===== config.mk =====
export PLATFORM = sky130hd
export DESIGN_NAME = acs_sync_ctrl
export DESIGN_NICKNAME = d
export VERILOG_FILES = /design/src/acs_pkg.sv /design/src/acs_sync2.sv /design/src/acs_sync_ctrl.sv
export SDC_FILE = /design/constraint.sdc
export NUM_CORES = 1
export LEC_CHECK = 0
export ABC_AREA = 0
export BUFFER_PORTS_ARGS = -buffer_cell sky130_fd_sc_hd__buf_2
export CAP_MARGIN = 20
export CORE_MARGIN = 1
export CORE_UTILIZATION = 40
export DETAILED_ROUTE_END_ITERATION = 6
export GPL_ROUTABILITY_DRIVEN = 0
export PLACE_DENSITY_LB_ADDON = 0.3
export SYNTH_ARGS = -nofsm -noshare
export SYNTH_HDL_FRONTEND = slang
export SYNTH_SLANG_ARGS = --single-unit
export TNS_END_PERCENT = 20

===== constraint.sdc =====
create_clock -name mclk -period 3.3 [get_ports mclk]
set_input_delay 0.66 -clock mclk [delete_from_list [all_inputs] [get_ports mclk]]
set_output_delay 0.66 -clock mclk [all_outputs]
set_load 0.01 [all_outputs]

===== src/acs_pkg.sv =====
// Purpose: Shared constants and types for the conversion sync controller
// Assumes: One main clock of 40 MHz shared by all devices in a group
// Notes: Pin function codes are two-bit fields
package acs_pkg;

    // ==========================================================
    // Pin function codes
    localparam logic [1:0] SYNC_SEL_OFF = 2'h0;
    localparam logic [1:0] SYNC_SEL_STANDARD = 2'h1;
    localparam logic [1:0] SYNC_SEL_ALTERNATE = 2'h2;
    localparam logic [1:0] AUX_SEL_START = 2'h1;
    localparam logic [1:0] AUX_SEL_SYNC_OUT = 2'h1;

    // ==========================================================
    // Timing
    localparam int CLK_FREQ_HZ = 40000000;
    localparam int SETTLE_TIME_US = 20;
    localparam int SETTLE_CYCLES = (SETTLE_TIME_US * (CLK_FREQ_HZ / 1000000));
    localparam int SYNC_STAGES = 2;

    // ==========================================================
    // Reset values
    localparam logic RDY_N_RESET = 1'b1;
    localparam logic SYNC_OUT_N_RESET = 1'b1;

    // ==========================================================
    // Types
    typedef struct packed {
        logic [1:0] sync_function_select;
        logic [1:0] aux_one_function_select;
        logic [1:0] aux_two_function_select;
    } acs_cfg_s;

    typedef struct packed {
        logic filter_reset;
        logic sequencer_reset;
        logic sequencer_advance;
        logic converting;
    } acs_ctl_s;

endpackage


===== src/acs_sync2.sv =====
// Purpose: Two-stage synchroniser for pin inputs
// Assumes: Input is asynchronous to mclk
// Notes: First stage is read only by the second
`timescale 1ns/1ps
module acs_sync2 #(
    parameter logic RESET_VAL = 1'b1
) (
    input wire logic mclk,
    input wire logic rst_n,
    input wire logic ce,
    input wire logic pin_in,
    output logic pin_sync
);
    logic meta_r;
    logic sync_r;

    always_ff @(posedge mclk or negedge rst_n) begin
        if (!rst_n) begin
            meta_r <= RESET_VAL;
            sync_r <= RESET_VAL;
        end else if (ce) begin
            meta_r <= pin_in;
            sync_r <= meta_r;
        end
    end

    assign pin_sync = sync_r;
endmodule


===== src/acs_sync_ctrl.sv =====
// Purpose: Conversion start and multi-device sync control for a sigma-delta converter
// Assumes: Conversion engine and sequencer sit outside and obey the control outputs
// Notes: sync_input_pin is active low for reset; release on first rising edge seen high
`timescale 1ns/1ps
module acs_sync_ctrl #(
    parameter int SETTLE_CYCLES = acs_pkg::SETTLE_CYCLES,
    parameter int CHANNELS = 4,
    parameter int DATA_W = 24
) (
    input wire logic mclk,
    input wire logic rst_n,
    input wire logic ce,
    input wire acs_pkg::acs_cfg_s cfg,
    input wire logic [CHANNELS-1:0] channel_enable,
    input wire logic sync_input_pin,
    input wire logic aux_pin_two,
    input wire logic result_valid,
    input wire logic [DATA_W-1:0] result_data,
    output logic aux_pin_one,
    output logic conversion_ready_n,
    output logic [DATA_W-1:0] data_out,
    output logic [$clog2(CHANNELS)-1:0] channel_out,
    output acs_pkg::acs_ctl_s ctl_out
);

    localparam int CW = $clog2(CHANNELS);
    localparam int SW = $clog2(SETTLE_CYCLES + 1);

    // ==========================================================
    // Elaboration checks
    if (CHANNELS < 2) begin : g_bad_channels
        $error("acs_sync_ctrl: at least two channels are needed");
    end
    if (SETTLE_CYCLES < 1) begin : g_bad_settle
        $error("acs_sync_ctrl: settle count must be at least one");
    end
    if (DATA_W < 1) begin : g_bad_width
        $error("acs_sync_ctrl: data width must be at least one");
    end
    if (acs_pkg::SYNC_STAGES != 2) begin : g_bad_stages
        $error("acs_sync_ctrl: the pin synchroniser has exactly two stages");
    end

    // ==========================================================
    // Input synchronisers
    logic sync_s;
    logic start_s;

    acs_sync2 #(.RESET_VAL(1'b1)) u_sync_in (
        .mclk(mclk),
        .rst_n(rst_n),
        .ce(ce),
        .pin_in(sync_input_pin),
        .pin_sync(sync_s)
    );

    acs_sync2 #(.RESET_VAL(1'b1)) u_start_in (
        .mclk(mclk),
        .rst_n(rst_n),
        .ce(ce),
        .pin_in(aux_pin_two),
        .pin_sync(start_s)
    );

    // ==========================================================
    // Helpers
    function automatic logic [CW-1:0] next_channel(input logic [CW-1:0] cur,
                                                   input logic [CHANNELS-1:0] en);
        logic [CW-1:0] pick;
        logic found;
        logic [CW-1:0] idx;
        pick = cur;
        found = 1'b0;
        for (int i = 1; i <= CHANNELS; i++) begin
            idx = CW'((int'(cur) + i) % CHANNELS);
            if (!found && en[idx]) begin
                pick = idx;
                found = 1'b1;
            end
        end
        return pick;
    endfunction

    // ==========================================================
    // Control state
    typedef enum logic [2:0] {
        ST_IDLE,
        ST_HOLD,
        ST_CONVERT,
        ST_WAIT_LOW,
        ST_WAIT_HIGH
    } acs_state_e;

    acs_state_e state_r, state_nxt;
    logic sync_d_r, sync_d_nxt;
    logic [SW-1:0] settle_r, settle_nxt;
    logic [CW-1:0] chan_r, chan_nxt;
    logic rdy_n_r, rdy_n_nxt;
    logic [DATA_W-1:0] data_r, data_nxt;
    logic sync_out_r, sync_out_nxt;
    acs_pkg::acs_ctl_s ctl_r, ctl_nxt;

    logic std_mode;
    logic alt_mode;
    logic sync_fall;
    logic sync_rise;
    logic load_en;

    assign std_mode = (cfg.sync_function_select == acs_pkg::SYNC_SEL_STANDARD);
    assign alt_mode = (cfg.sync_function_select == acs_pkg::SYNC_SEL_ALTERNATE);
    assign sync_fall = sync_d_r && !sync_s;
    assign sync_rise = !sync_d_r && sync_s;

    always_comb begin
        state_nxt = state_r;
        settle_nxt = settle_r;
        chan_nxt = chan_r;
        rdy_n_nxt = rdy_n_r;
        load_en = 1'b0;
        ctl_nxt = '0;
        case (state_r)
            ST_IDLE: begin
                // Free running until a sync event arrives
                if (std_mode && sync_fall) begin
                    state_nxt = ST_HOLD;
                end else if (alt_mode && !sync_s) begin
                    state_nxt = ST_WAIT_HIGH;
                    chan_nxt = next_channel(chan_r, channel_enable);
                    ctl_nxt.sequencer_advance = 1'b1;
                end else if ((std_mode || alt_mode) && sync_rise) begin
                    state_nxt = ST_CONVERT;
                    settle_nxt = SW'(SETTLE_CYCLES);
                end
            end
            ST_HOLD: begin
                // Filter and sequencer held; configuration untouched
                ctl_nxt.filter_reset = 1'b1;
                ctl_nxt.sequencer_reset = 1'b1;
                chan_nxt = '0;
                rdy_n_nxt = 1'b1;
                if (!std_mode) begin
                    state_nxt = ST_IDLE;
                end else if (sync_s) begin
                    // Released on the first edge that samples the pin high
                    state_nxt = ST_CONVERT;
                    settle_nxt = SW'(SETTLE_CYCLES);
                    ctl_nxt.filter_reset = 1'b0;
                    ctl_nxt.sequencer_reset = 1'b0;
                    ctl_nxt.converting = 1'b1;
                end
            end
            ST_CONVERT: begin
                ctl_nxt.converting = 1'b1;
                if (std_mode && sync_fall) begin
                    state_nxt = ST_HOLD;
                    ctl_nxt.converting = 1'b0;
                end else if (settle_r > SW'(1)) begin
                    settle_nxt = settle_r - SW'(1);
                    if (result_valid) begin
                        rdy_n_nxt = 1'b1;
                    end
                end else if (result_valid) begin
                    // Full settling elapsed: result loaded, ready falls
                    load_en = 1'b1;
                    rdy_n_nxt = 1'b0;
                    ctl_nxt.converting = 1'b0;
                    if (alt_mode && !sync_s) begin
                        chan_nxt = next_channel(chan_r, channel_enable);
                        ctl_nxt.sequencer_advance = 1'b1;
                        state_nxt = ST_WAIT_HIGH;
                    end else if (alt_mode) begin
                        state_nxt = ST_WAIT_LOW;
                    end else begin
                        state_nxt = ST_WAIT_LOW;
                    end
                end
            end
            ST_WAIT_LOW: begin
                if (std_mode && sync_fall) begin
                    state_nxt = ST_HOLD;
                end else if (alt_mode && !sync_s) begin
                    chan_nxt = next_channel(chan_r, channel_enable);
                    ctl_nxt.sequencer_advance = 1'b1;
                    state_nxt = ST_WAIT_HIGH;
                end else if (!std_mode && !alt_mode) begin
                    state_nxt = ST_IDLE;
                end
            end
            ST_WAIT_HIGH: begin
                // Next channel selected; conversion waits for the pin to rise
                if (!alt_mode) begin
                    state_nxt = ST_IDLE;
                end else if (sync_s) begin
                    rdy_n_nxt = 1'b1;
                    state_nxt = ST_CONVERT;
                    settle_nxt = SW'(SETTLE_CYCLES);
                end
            end
            default: begin
                state_nxt = ST_IDLE;
            end
        endcase
    end

    always_ff @(posedge mclk or negedge rst_n) begin
        if (!rst_n) begin
            state_r <= ST_IDLE;
            settle_r <= '0;
            chan_r <= '0;
            rdy_n_r <= acs_pkg::RDY_N_RESET;
            ctl_r <= '0;
        end else if (ce) begin
            state_r <= state_nxt;
            settle_r <= settle_nxt;
            chan_r <= chan_nxt;
            rdy_n_r <= rdy_n_nxt;
            ctl_r <= ctl_nxt;
        end
    end

    // ==========================================================
    // Sync pin edge detector
    // Reset value matches the idle-high pin so no false edge follows reset
    always_comb begin
        sync_d_nxt = sync_s;
    end

    always_ff @(posedge mclk or negedge rst_n) begin
        if (!rst_n) begin
            sync_d_r <= 1'b1;
        end else if (ce) begin
            sync_d_r <= sync_d_nxt;
        end
    end

    // ==========================================================
    // Sync output re-timing
    // Start input re-timed onto the main clock; idles high when not selected
    always_comb begin
        sync_out_nxt = acs_pkg::SYNC_OUT_N_RESET;
        if (cfg.aux_one_function_select == acs_pkg::AUX_SEL_SYNC_OUT &&
            cfg.aux_two_function_select == acs_pkg::AUX_SEL_START) begin
            sync_out_nxt = start_s;
        end
    end

    always_ff @(posedge mclk or negedge rst_n) begin
        if (!rst_n) begin
            sync_out_r <= acs_pkg::SYNC_OUT_N_RESET;
        end else if (ce) begin
            sync_out_r <= sync_out_nxt;
        end
    end

    // ==========================================================
    // Result register
    // Loaded only when a settled result is accepted
    always_comb begin
        data_nxt = data_r;
        if (load_en) begin
            data_nxt = result_data;
        end
    end

    always_ff @(posedge mclk or negedge rst_n) begin
        if (!rst_n) begin
            data_r <= '0;
        end else if (ce) begin
            data_r <= data_nxt;
        end
    end

    // ==========================================================
    // Outputs, all straight from flip-flops
    assign aux_pin_one = sync_out_r;
    assign conversion_ready_n = rdy_n_r;
    assign data_out = data_r;
    assign channel_out = chan_r;
    assign ctl_out = ctl_r;
endmodule


==> metrics.csv, run 1 <==
stage,metric,value,unit
outcome,status,"complete, no violations",
cts,clock_insertion_delay_worst_skew,0.30,ns
logic_synthesis,synth_edf_count,0,
critical_path,crit_end,data_out[8],
timing,fmax,382,MHz
grt,grtUsageTotal,0.154,
route,vias_per_cell,5.38,
critical_path,crit_chain,inv_1 > ha_1 > nor2_1 > or4b_4 > nor3_4 > and4_4 > mux2_2,
timing,post-route-min-period,2.62,ns
pwr,p_comb_frac,0.342,
route,vias,2077,
critical_path,cp_max_fo,25,
pwr,vdd_drop_max,0.322,mV
logic_synthesis,synth_seq_area_share,0.463,
pwr,internal_power,1300,uW
cts,cts_root_buffer,clkbuf_8,
timing,rsz0062_at_grt,no,
floorplanning,die_y,83.6,microns
grt,grt_max_degree,26,
layout,multi_input_area,1280,sq um
timing,worst_pin_slew,0.443,ns
route,drt-pass1-iter-count,4,
pwr,p_seq_frac,0.410,
critical_path,cp_top_family,simple AND/OR/NAND/NOR gates,
logic_synthesis,ys.flop_type,dfrtp_1,
logic_synthesis,synth-seq-cells,49,
cts,htreeDepth,2,
cts,cts_tree,built,
layout,design_area,3170,sq um
critical_path,critPathLaunch,settle_r[0],
floorplanning,rows,29,
placement,place_area,3040,sq um
pwr,leakagePower,0.00157,uW
critical_path,r2r_cells,7,
grt,grt_overflow,0,
timing,fin_crit_sh,0.793,
layout,insertedDiodeCount,0,
logic_synthesis,syn-num-nets,284,
logic_synthesis,syn_area,2670,sq um
floorplanning,core,6390,sq um
logic_synthesis,async_reset_ff_frac,1.00,
timing,skew,0.00636,ns
floorplanning,pin_count,72,
layout,final_common_cell,buf_2,
critical_path,worstPathBufferInverterCount,1,
pwr,power.share.clock,0.247,
timing,setup-violations-final,0,
layout,seq_area,1230,sq um
cts,postCtsSetupRepairBufs,0,
grt,antenna_found_initial,0,
pwr,powerDensity,635,nW/um^2
pwr,switching_power,718,uW
timing,finalHoldViolCount,0,
critical_path,critPathLaunchType,flop,
timing,setup_tns,0,ns
layout,nNetsFinal,352,
timing,drv_slew,0,
cts,clock_path_buffers,2,
route,postRouteAntennaNets,0,
route,drc,0,
critical_path,cp_slowest_cell,and4_4,
floorplanning,start_util,0.418,
cts,numCtsBuffers,5,
critical_path,cp-end-kind,flop,
route,drtIter0Drc,113,
critical_path,cp.depth,7,
placement,io_buffers,71,
critical_path,timing_worst_setup_path_type,flop to flop,
placement,hpwl,3730,microns
layout,drive_gt1_frac,0.417,
cts,clock_sinks,49,
cts,postCtsHoldBufs,0,
critical_path,reg2reg_slack,0.68,ns
logic_synthesis,synthDistinctLibCells,57,
grt,grt_pass1_vias,1873,
critical_path,crit_arrival,2.81,ns
layout,nFillCells,592,
cts,path_clk_slew,0.09,ns
critical_path,worstPathRequired,3.49,ns
floorplanning,die_w,83.6,microns
layout,mostFrequentLayoutCells,"buf_2 (71), dfrtp_1 (42), mux2_4 (19)",
route,post_drt_wl_per_cell,13.5,microns
critical_path,reg2reg_to,data_out[8],
run,maxCapViolations,0,
timing,hold_ws,0.255,ns
logic_synthesis,ys_warn_count,0,
floorplanning,die-area,7000,sq um
critical_path,timing.rr.start,settle_r[0],
pwr,p_sw_frac,0.356,
pwr,p_total,2020,uW
grt,grt_pass1_wl,8900,microns
timing,worst_slew_margin_rel,0.705,
layout,area.growth.synth_to_final,19.0,%
min_path,hold_path.class,primary input to asynchronous set/reset pin,
logic_synthesis,avgSynthCellArea,11.1,sq um
cts,cts_resized,0,
critical_path,critPathMaxStageDelay,0.54,ns
logic_synthesis,synthesis.instances,240,
route,wirelength,5220,microns
-- state kept, by name (all words and copies together) (netlist names) --
register,flops
data_out,24
settle_r,10
ctl_out,3
state_r,3
channel_out,2
aux_pin_one,1
conversion_ready_n,1
sync_d_r,1
u_start_in.meta_r,1
u_start_in.pin_sync,1
u_sync_in.meta_r,1
u_sync_in.pin_sync,1
-- worst register-to-register path, stage by stage, from the launching register on --
cell,delay [ns]
dfrtp_1,0.41
inv_1,0.13
ha_1,0.29
nor2_1,0.11
or4b_4,0.50
nor3_4,0.13
and4_4,0.54
mux2_2,0.40
-- metrics by stage --
step | utilization | setup slack (ns) | cells
after floorplan | - | 0.752 | 240
after global placement | 0.476 | 0.532 | 378
after detailed placement | 0.476 | 0.503 | 378
after CTS | 0.497 | 0.673 | 386
after global routing | 0.497 | 0.550 | 386
final | 0.497 | 0.684 | 386
-- cell type report --
type	count	area share
multi-input combinational	166	0.403
sequential	49	0.389
timing repair buffer	76	0.124
tap	77	0.0304
clock buffer	5	0.0217
clock inverter	3	0.0205
inverter	10	0.0118
-- cell families after synthesis --
| kind of cell | count (synthesis) | synth area share |
|---|---|---|
| compound gates | 53 | 0.133 |
| xor+xnor | 1 | 0.00329 |
| fa+ha+maj | 4 | 0.0188 |
| buf+inv | 25 | 0.0577 |
| flops | 49 | 0.463 |
| mux | 33 | 0.165 |
| simple gates | 75 | 0.159 |
-- cell usage after synthesis (all sizes together), types with 2 or more instances --
master / count / area (sq um)
or2: 3 / 18.8
mux2i: 2 / 20.0
o21ai: 12 / 60.1
nor4: 3 / 18.8
inv: 10 / 37.5
o22ai: 2 / 12.5
and2: 2 / 12.5
nor2: 16 / 60.1
o31ai: 10 / 75.1
ha: 4 / 50.1
a31oi: 2 / 12.5
or3: 5 / 31.3
nand3: 7 / 35.0
a21oi: 11 / 55.1
dfstp: 7 / 184
dfrtp: 42 / 1050
or4b: 2 / 23.8
nor2b: 4 / 25.0
buf: 10 / 97.6
or4: 3 / 26.3
nand2b: 5 / 31.3
clkbuf: 5 / 18.8
nand2: 15 / 56.3
o2bb2ai: 3 / 26.3
mux2: 31 / 420
nor3: 3 / 26.3
-- layer usage --
metal / track usage / part of all wire
met3: 0.0336 / 0.069
met1: 0.230 / 0.50
met2: 0.220 / 0.42
met4: 0.0539 / 0.011
met5: 0 / 0
-- power by group through the flow --
stage | combinational, uW | sequential [uW] | clock [uW]
after floorplan | 571 | 779 | 0
after global placement | 680 | 833 | 0
after detailed placement | 690 | 835 | 0
after CTS | 693 | 824 | 510
after global routing | 771 | 847 | 536
final | 690 | 827 | 499
-- worst min path at each step --
stage                start              to  slack (ns)  cells past startpoint
2_1_floorplan        rst_n  channel_out[0]        0.36                      0
3_3_place_gp   aux_pin_one     aux_pin_one        0.48                      2
3_5_place_dp   aux_pin_one     aux_pin_one        0.48                      2
4_1_cts              rst_n     data_out[6]        0.26                      1
5_1_grt              rst_n     settle_r[4]        0.27                      1
6_report             rst_n     settle_r[4]        0.25                      1
Note: power is estimated with default switching activity, not from simulation.
==> run 2, diff against run 1 <==
Clock period 3.3 ns to 2.21 ns, I/O delays scaled along.
==> metrics.csv, run 2 (synthesis results as in run 1) <==
stage,metric,value,unit
pwr,power.share.clock,0.178,
pwr,leakagePower,0.00172,uW
timing,rsz0062_at_grt,yes,
critical_path,cp-end-kind,flop,
timing,drv_slew,0,
route,wirelength,6010,microns
floorplanning,start_util,0.418,
layout,final_util,0.545,
timing,fmax,437,MHz
pwr,powerDensity,889,nW/um^2
route,vias_per_cell,5.27,
layout,insertedDiodeCount,0,
timing,fin_crit_sh,1.04,
critical_path,r2r_cells,9,
timing,skew,0.0104,ns
critical_path,critPathLaunchType,flop,
pwr,p_comb_frac,0.435,
floorplanning,die_w,83.6,microns
timing,worst_pin_slew,0.582,ns
pwr,p_total,3090,uW
layout,largest_reg_flops,24,
pwr,switching_power,1190,uW
route,drtIter0Drc,154,
layout,final_common_cell,buf_2,
grt,grt_pass1_vias,2185,
route,postRouteAntennaNets,0,
critical_path,worstPathRequired,2.40,ns
timing,finalHoldViolCount,0,
timing,worst_slew_margin_rel,0.612,
cts,cts_root_buffer,clkbuf_8,
floorplanning,die-area,7000,sq um
placement,place_area,3290,sq um
layout,mostFrequentLayoutCells,"buf_2 (71), dfrtp_1 (41), buf_4 (29)",
floorplanning,pin_count,72,
grt,grt_overflow,0,
route,vias,2193,
critical_path,cp_max_fo,8,
pwr,p_seq_frac,0.388,
timing,post-route-min-period,2.29,ns
pwr,p_sw_frac,0.386,
run,maxCapViolations,0,
grt,grt_pass1_wl,10100,microns
placement,hpwl,4330,microns
timing,setup_ws,-0.0780,ns
critical_path,crit_arrival,2.48,ns
pwr,vdd_drop_max,0.584,mV
cts,path_clk_slew,0.10,ns
layout,area.growth.synth_to_final,30.5,%
cts,clock_sinks,49,
route,drt-pass1-iter-count,4,
layout,nFillCells,570,
placement,io_buffers,71,
grt,antenna_found_initial,0,
critical_path,timing_worst_setup_path_type,flop to flop,
cts,htreeDepth,2,
cts,cts_tree,built,
layout,drive_gt1_frac,0.493,
cts,clock_path_buffers,2,
grt,grtUsageTotal,0.178,
layout,design_area,3480,sq um
outcome,violations,setup timing,
timing,setup_tns,-1.25,ns
grt,grt_max_degree,28,
floorplanning,rows,29,
floorplanning,core,6390,sq um
layout,nNetsFinal,382,
route,drc,0,
pwr,internal_power,1900,uW
route,post_drt_wl_per_cell,14.4,microns
cts,numCtsBuffers,5,
timing,setup-violations-final,24,
outcome,status,"complete, but fails checks",
floorplanning,die_y,83.6,microns
cts,clock_insertion_delay_worst_skew,0.31,ns
min_path,hold_path.class,primary input to asynchronous set/reset pin,
placement,pre_cts_ws,-0.151,ns
-- run 2: final cells by class --
class	count	area [sq um]	area share
multi-input cells	166	1310	0.378
inverters	10	37.5	0.0108
well taps	77	96.3	0.0277
clock inverters	3	26.3	0.00755
repair buffers	106	701	0.201
clock buffers	5	68.8	0.0198
flip-flops and latches	49	1240	0.355
-- run 2: worst paths after layout --
path	start	end	slack [ns]
max in group asynchronous	rst_n	u_start_in.pin_sync	1.47
worst min register to register	aux_pin_one	aux_pin_one	0.50
worst min-delay path	rst_n	settle_r[3]	0.12
worst max register to register	settle_r[1]	data_out[10]	-0.08
worst max-delay path	settle_r[1]	data_out[10]	-0.08
min in group mclk	result_data[6]	data_out[6]	0.36
-- run 2: metrics by stage --
stage | hold slack, ns | std cells
3_3_place_gp | 0.466 | 405
3_5_place_dp | 0.472 | 405
4_1_cts | 0.136 | 415
6_report | 0.123 | 416
5_1_grt | 0.156 | 416
2_1_floorplan | 0.146 | 240
-- run 2: metal layers --
metal	global-route usage	wire [microns]	vias to the layer above	share of wire
li1	-	-	1063	-
met1	0.233	2770	1052	0.46
met2	0.301	2840	70	0.47
met3	0.0356	314	8	0.052
met4	0.0493	81	0	0.013
met5	0	0	-	0
-- run 2: repair_timing --
action / in CTS / in global routing
pin swaps: 2 / 1
hold buffers: 0 / 0
setup buffers: 1 / 1
gates cloned: 1 / 0
endpoints found under the setup margin: 26 / 28
gates resized for setup: 0 / 6
-- run 2: power by group through the flow --
stage                     Clock (uW)  Sequential, uW  Combinational (uW)
final                            549            1200                1340
after global routing             605            1220                1500
after CTS                        570            1190                1320
after detailed placement           0            1200                1310
after global placement             0            1200                1280
after floorplan                    0            1170                 879
-- run 2: critical path, cell delays in order, from the launching register on --
cell and delay [ns]:
dfrtp_1 0.41, inv_2 0.12, ha_4 0.15, nor2_2 0.04
or4b_4 0.48, nor3_4 0.14, and4_4 0.27, buf_12 0.11
buf_12 0.12, mux2_2 0.33
==> run 3, diff against run 2 <==
Settings changed: PLACE_DENSITY set to 0.66, PLACE_DENSITY_LB_ADDON 0.3 to unset.
==> metrics.csv, run 3 (synthesis results as in run 1) <==
stage,metric,value,unit
route,drtIter0Drc,114,
floorplanning,pin_count,72,
cts,clock_insertion_delay_worst_skew,0.30,ns
route,post_drt_wl_per_cell,14.7,microns
cts,clock_path_buffers,2,
route,wirelength,6170,microns
timing,drv_slew,0,
timing,setup_ws,-0.112,ns
pwr,power.share.clock,0.207,
floorplanning,rows,29,
grt,grt_pass1_vias,2135,
grt,grt_overflow,0,
critical_path,worstPathBufferInverterCount,2,
floorplanning,start_util,0.418,
floorplanning,die-area,7000,sq um
route,vias_per_cell,5.32,
critical_path,crit_chain,inv_2 > ha_4 > nor2_2 > or4b_4 > nor3_4 > and4_4 > bufbuf_16 > mux2_4,
placement,hpwl,4200,microns
cts,clock_sinks,49,
timing,finalHoldViolCount,0,
layout,final_cells,419,
timing,setup-violations-final,22,
timing,worst_pin_slew,0.629,ns
critical_path,timing_worst_setup_path_type,flop to flop,
timing,worst_slew_margin_rel,0.581,
outcome,status,"complete, but fails checks",
cts,htreeDepth,2,
pwr,switching_power,1180,uW
pwr,internal_power,2060,uW
run,maxCapViolations,0,
timing,fmax,431,MHz
outcome,violations,setup timing,
floorplanning,core,6390,sq um
critical_path,cp_max_fo,5,
critical_path,critPathLaunchType,flop,
layout,multi_input_area,1310,sq um
critical_path,crit_arrival,2.51,ns
placement,io_buffers,71,
cts,cts_root_buffer,clkbuf_8,
route,drc,0,
layout,area.growth.synth_to_final,32.8,%
pwr,vdd_drop_max,0.435,mV
floorplanning,die_y,83.6,microns
critical_path,cp-end-kind,flop,
cts,postCtsHoldBufs,0,
layout,mostFrequentLayoutCells,"buf_2 (71), dfrtp_1 (42), buf_4 (30)",
grt,grt_pass1_wl,10300,microns
cts,path_clk_slew,0.09,ns
pwr,p_seq_frac,0.373,
floorplanning,die_w,83.6,microns
route,drt-pass1-iter-count,4,
timing,post-route-min-period,2.32,ns
timing,skew,0.00632,ns
pwr,p_comb_frac,0.421,
route,postRouteAntennaNets,0,
layout,insertedDiodeCount,0,
critical_path,critPathMaxStageDelay,0.49,ns
critical_path,cp_slowest_cell,or4b_4,
grt,antenna_found_initial,0,
grt,grtUsageTotal,0.180,
min_path,hold_path.class,primary input to asynchronous set/reset pin,
layout,nNetsFinal,385,
layout,final_common_cell,buf_2,
timing,fin_crit_sh,1.05,
layout,drive_gt1_frac,0.494,
pwr,leakagePower,0.00176,uW
pwr,powerDensity,913,nW/um^2
cts,cts_tree,built,
route,vias,2228,
layout,final_util,0.555,
layout,largest_reg_flops,24,
critical_path,worstPathRequired,2.40,ns
placement,pre_cts_ws,-0.187,ns
critical_path,cp_top_family,simple AND/OR/NAND/NOR gates,
pwr,p_sw_frac,0.364,
layout,seq_area,1230,sq um
cts,numCtsBuffers,5,
placement,dp_cells,402,
timing,rsz0062_at_grt,yes,
layout,nFillCells,537,
grt,grt_max_degree,50,
[run 3: changes by cell type in the layout (fill, tap and decap cells not counted), sizes merged]
cell and delta:
buf +1, bufbuf +1, bufinv +1, clkbuf +2, clkinvlp -1, inv -1
[run 3: final timing paths]
path	start	to	slack, ns	cells after the start
setup / recovery	settle_r[0]	data_out[16]	-0.11	8
hold / removal	rst_n	settle_r[8]	0.24	2
setup reg to reg	settle_r[0]	data_out[16]	-0.11	8
hold reg to reg	aux_pin_one	aux_pin_one	0.49	2
max in group asynchronous	rst_n	settle_r[9]	1.55	2
min in group mclk	result_data[4]	data_out[4]	0.36	2
[run 3: worst reg2reg max path, stage by stage, from the launching register on]
cell	delay, ns
dfrtp_1	0.44
inv_2	0.10
ha_4	0.13
nor2_2	0.04
or4b_4	0.49
nor3_4	0.14
and4_4	0.29
bufbuf_16	0.28
mux2_4	0.30
[run 3: area by class of cell]
class                      instances  share of cell area
clock inverter                     2              0.0106
timing repair buffer             109               0.209
clock buffer                       6              0.0233
tap                               77              0.0272
inverter                          10              0.0106
multi-input combinational        166               0.371
sequential                        49               0.349
[run 3: power by group through the flow]
stage	clock network [uW]	registers, uW	logic, uW
final	669	1200	1360
after global routing	735	1230	1500
after detailed placement	0	1210	1280
after floorplan	0	1170	879
after global placement	0	1210	1250
after CTS	685	1200	1320
[run 3: timing repair]
action,4_1_cts,5_1_grt
pin swaps,2,2
cloned,2,1
setup endpoints to repair,29,28
setup buffers,4,2
resized for setup,3,6
[run 3: layer usage]
layer,wire (microns),vias to the layer above,global-route usage
li1,-,1075,-
met1,2870,1070,0.251
met2,2840,74,0.282
met3,337,9,0.0386
met4,122,0,0.0524
met5,0,-,0
[run 3: stage by stage]
stage          hold WS, ns  instance area [sq um]  total power [uW]  setup TNS, ns
2_1_floorplan        0.146                   2680              2050          -4.14
3_3_place_gp         0.479                   3250              2460          -1.41
3_5_place_dp         0.484                   3250              2490          -2.62
4_1_cts              0.261                   3480              3210          -1.49
5_1_grt              0.281                   3540              3470          -3.89
6_report             0.242                   3540              3230          -1.78
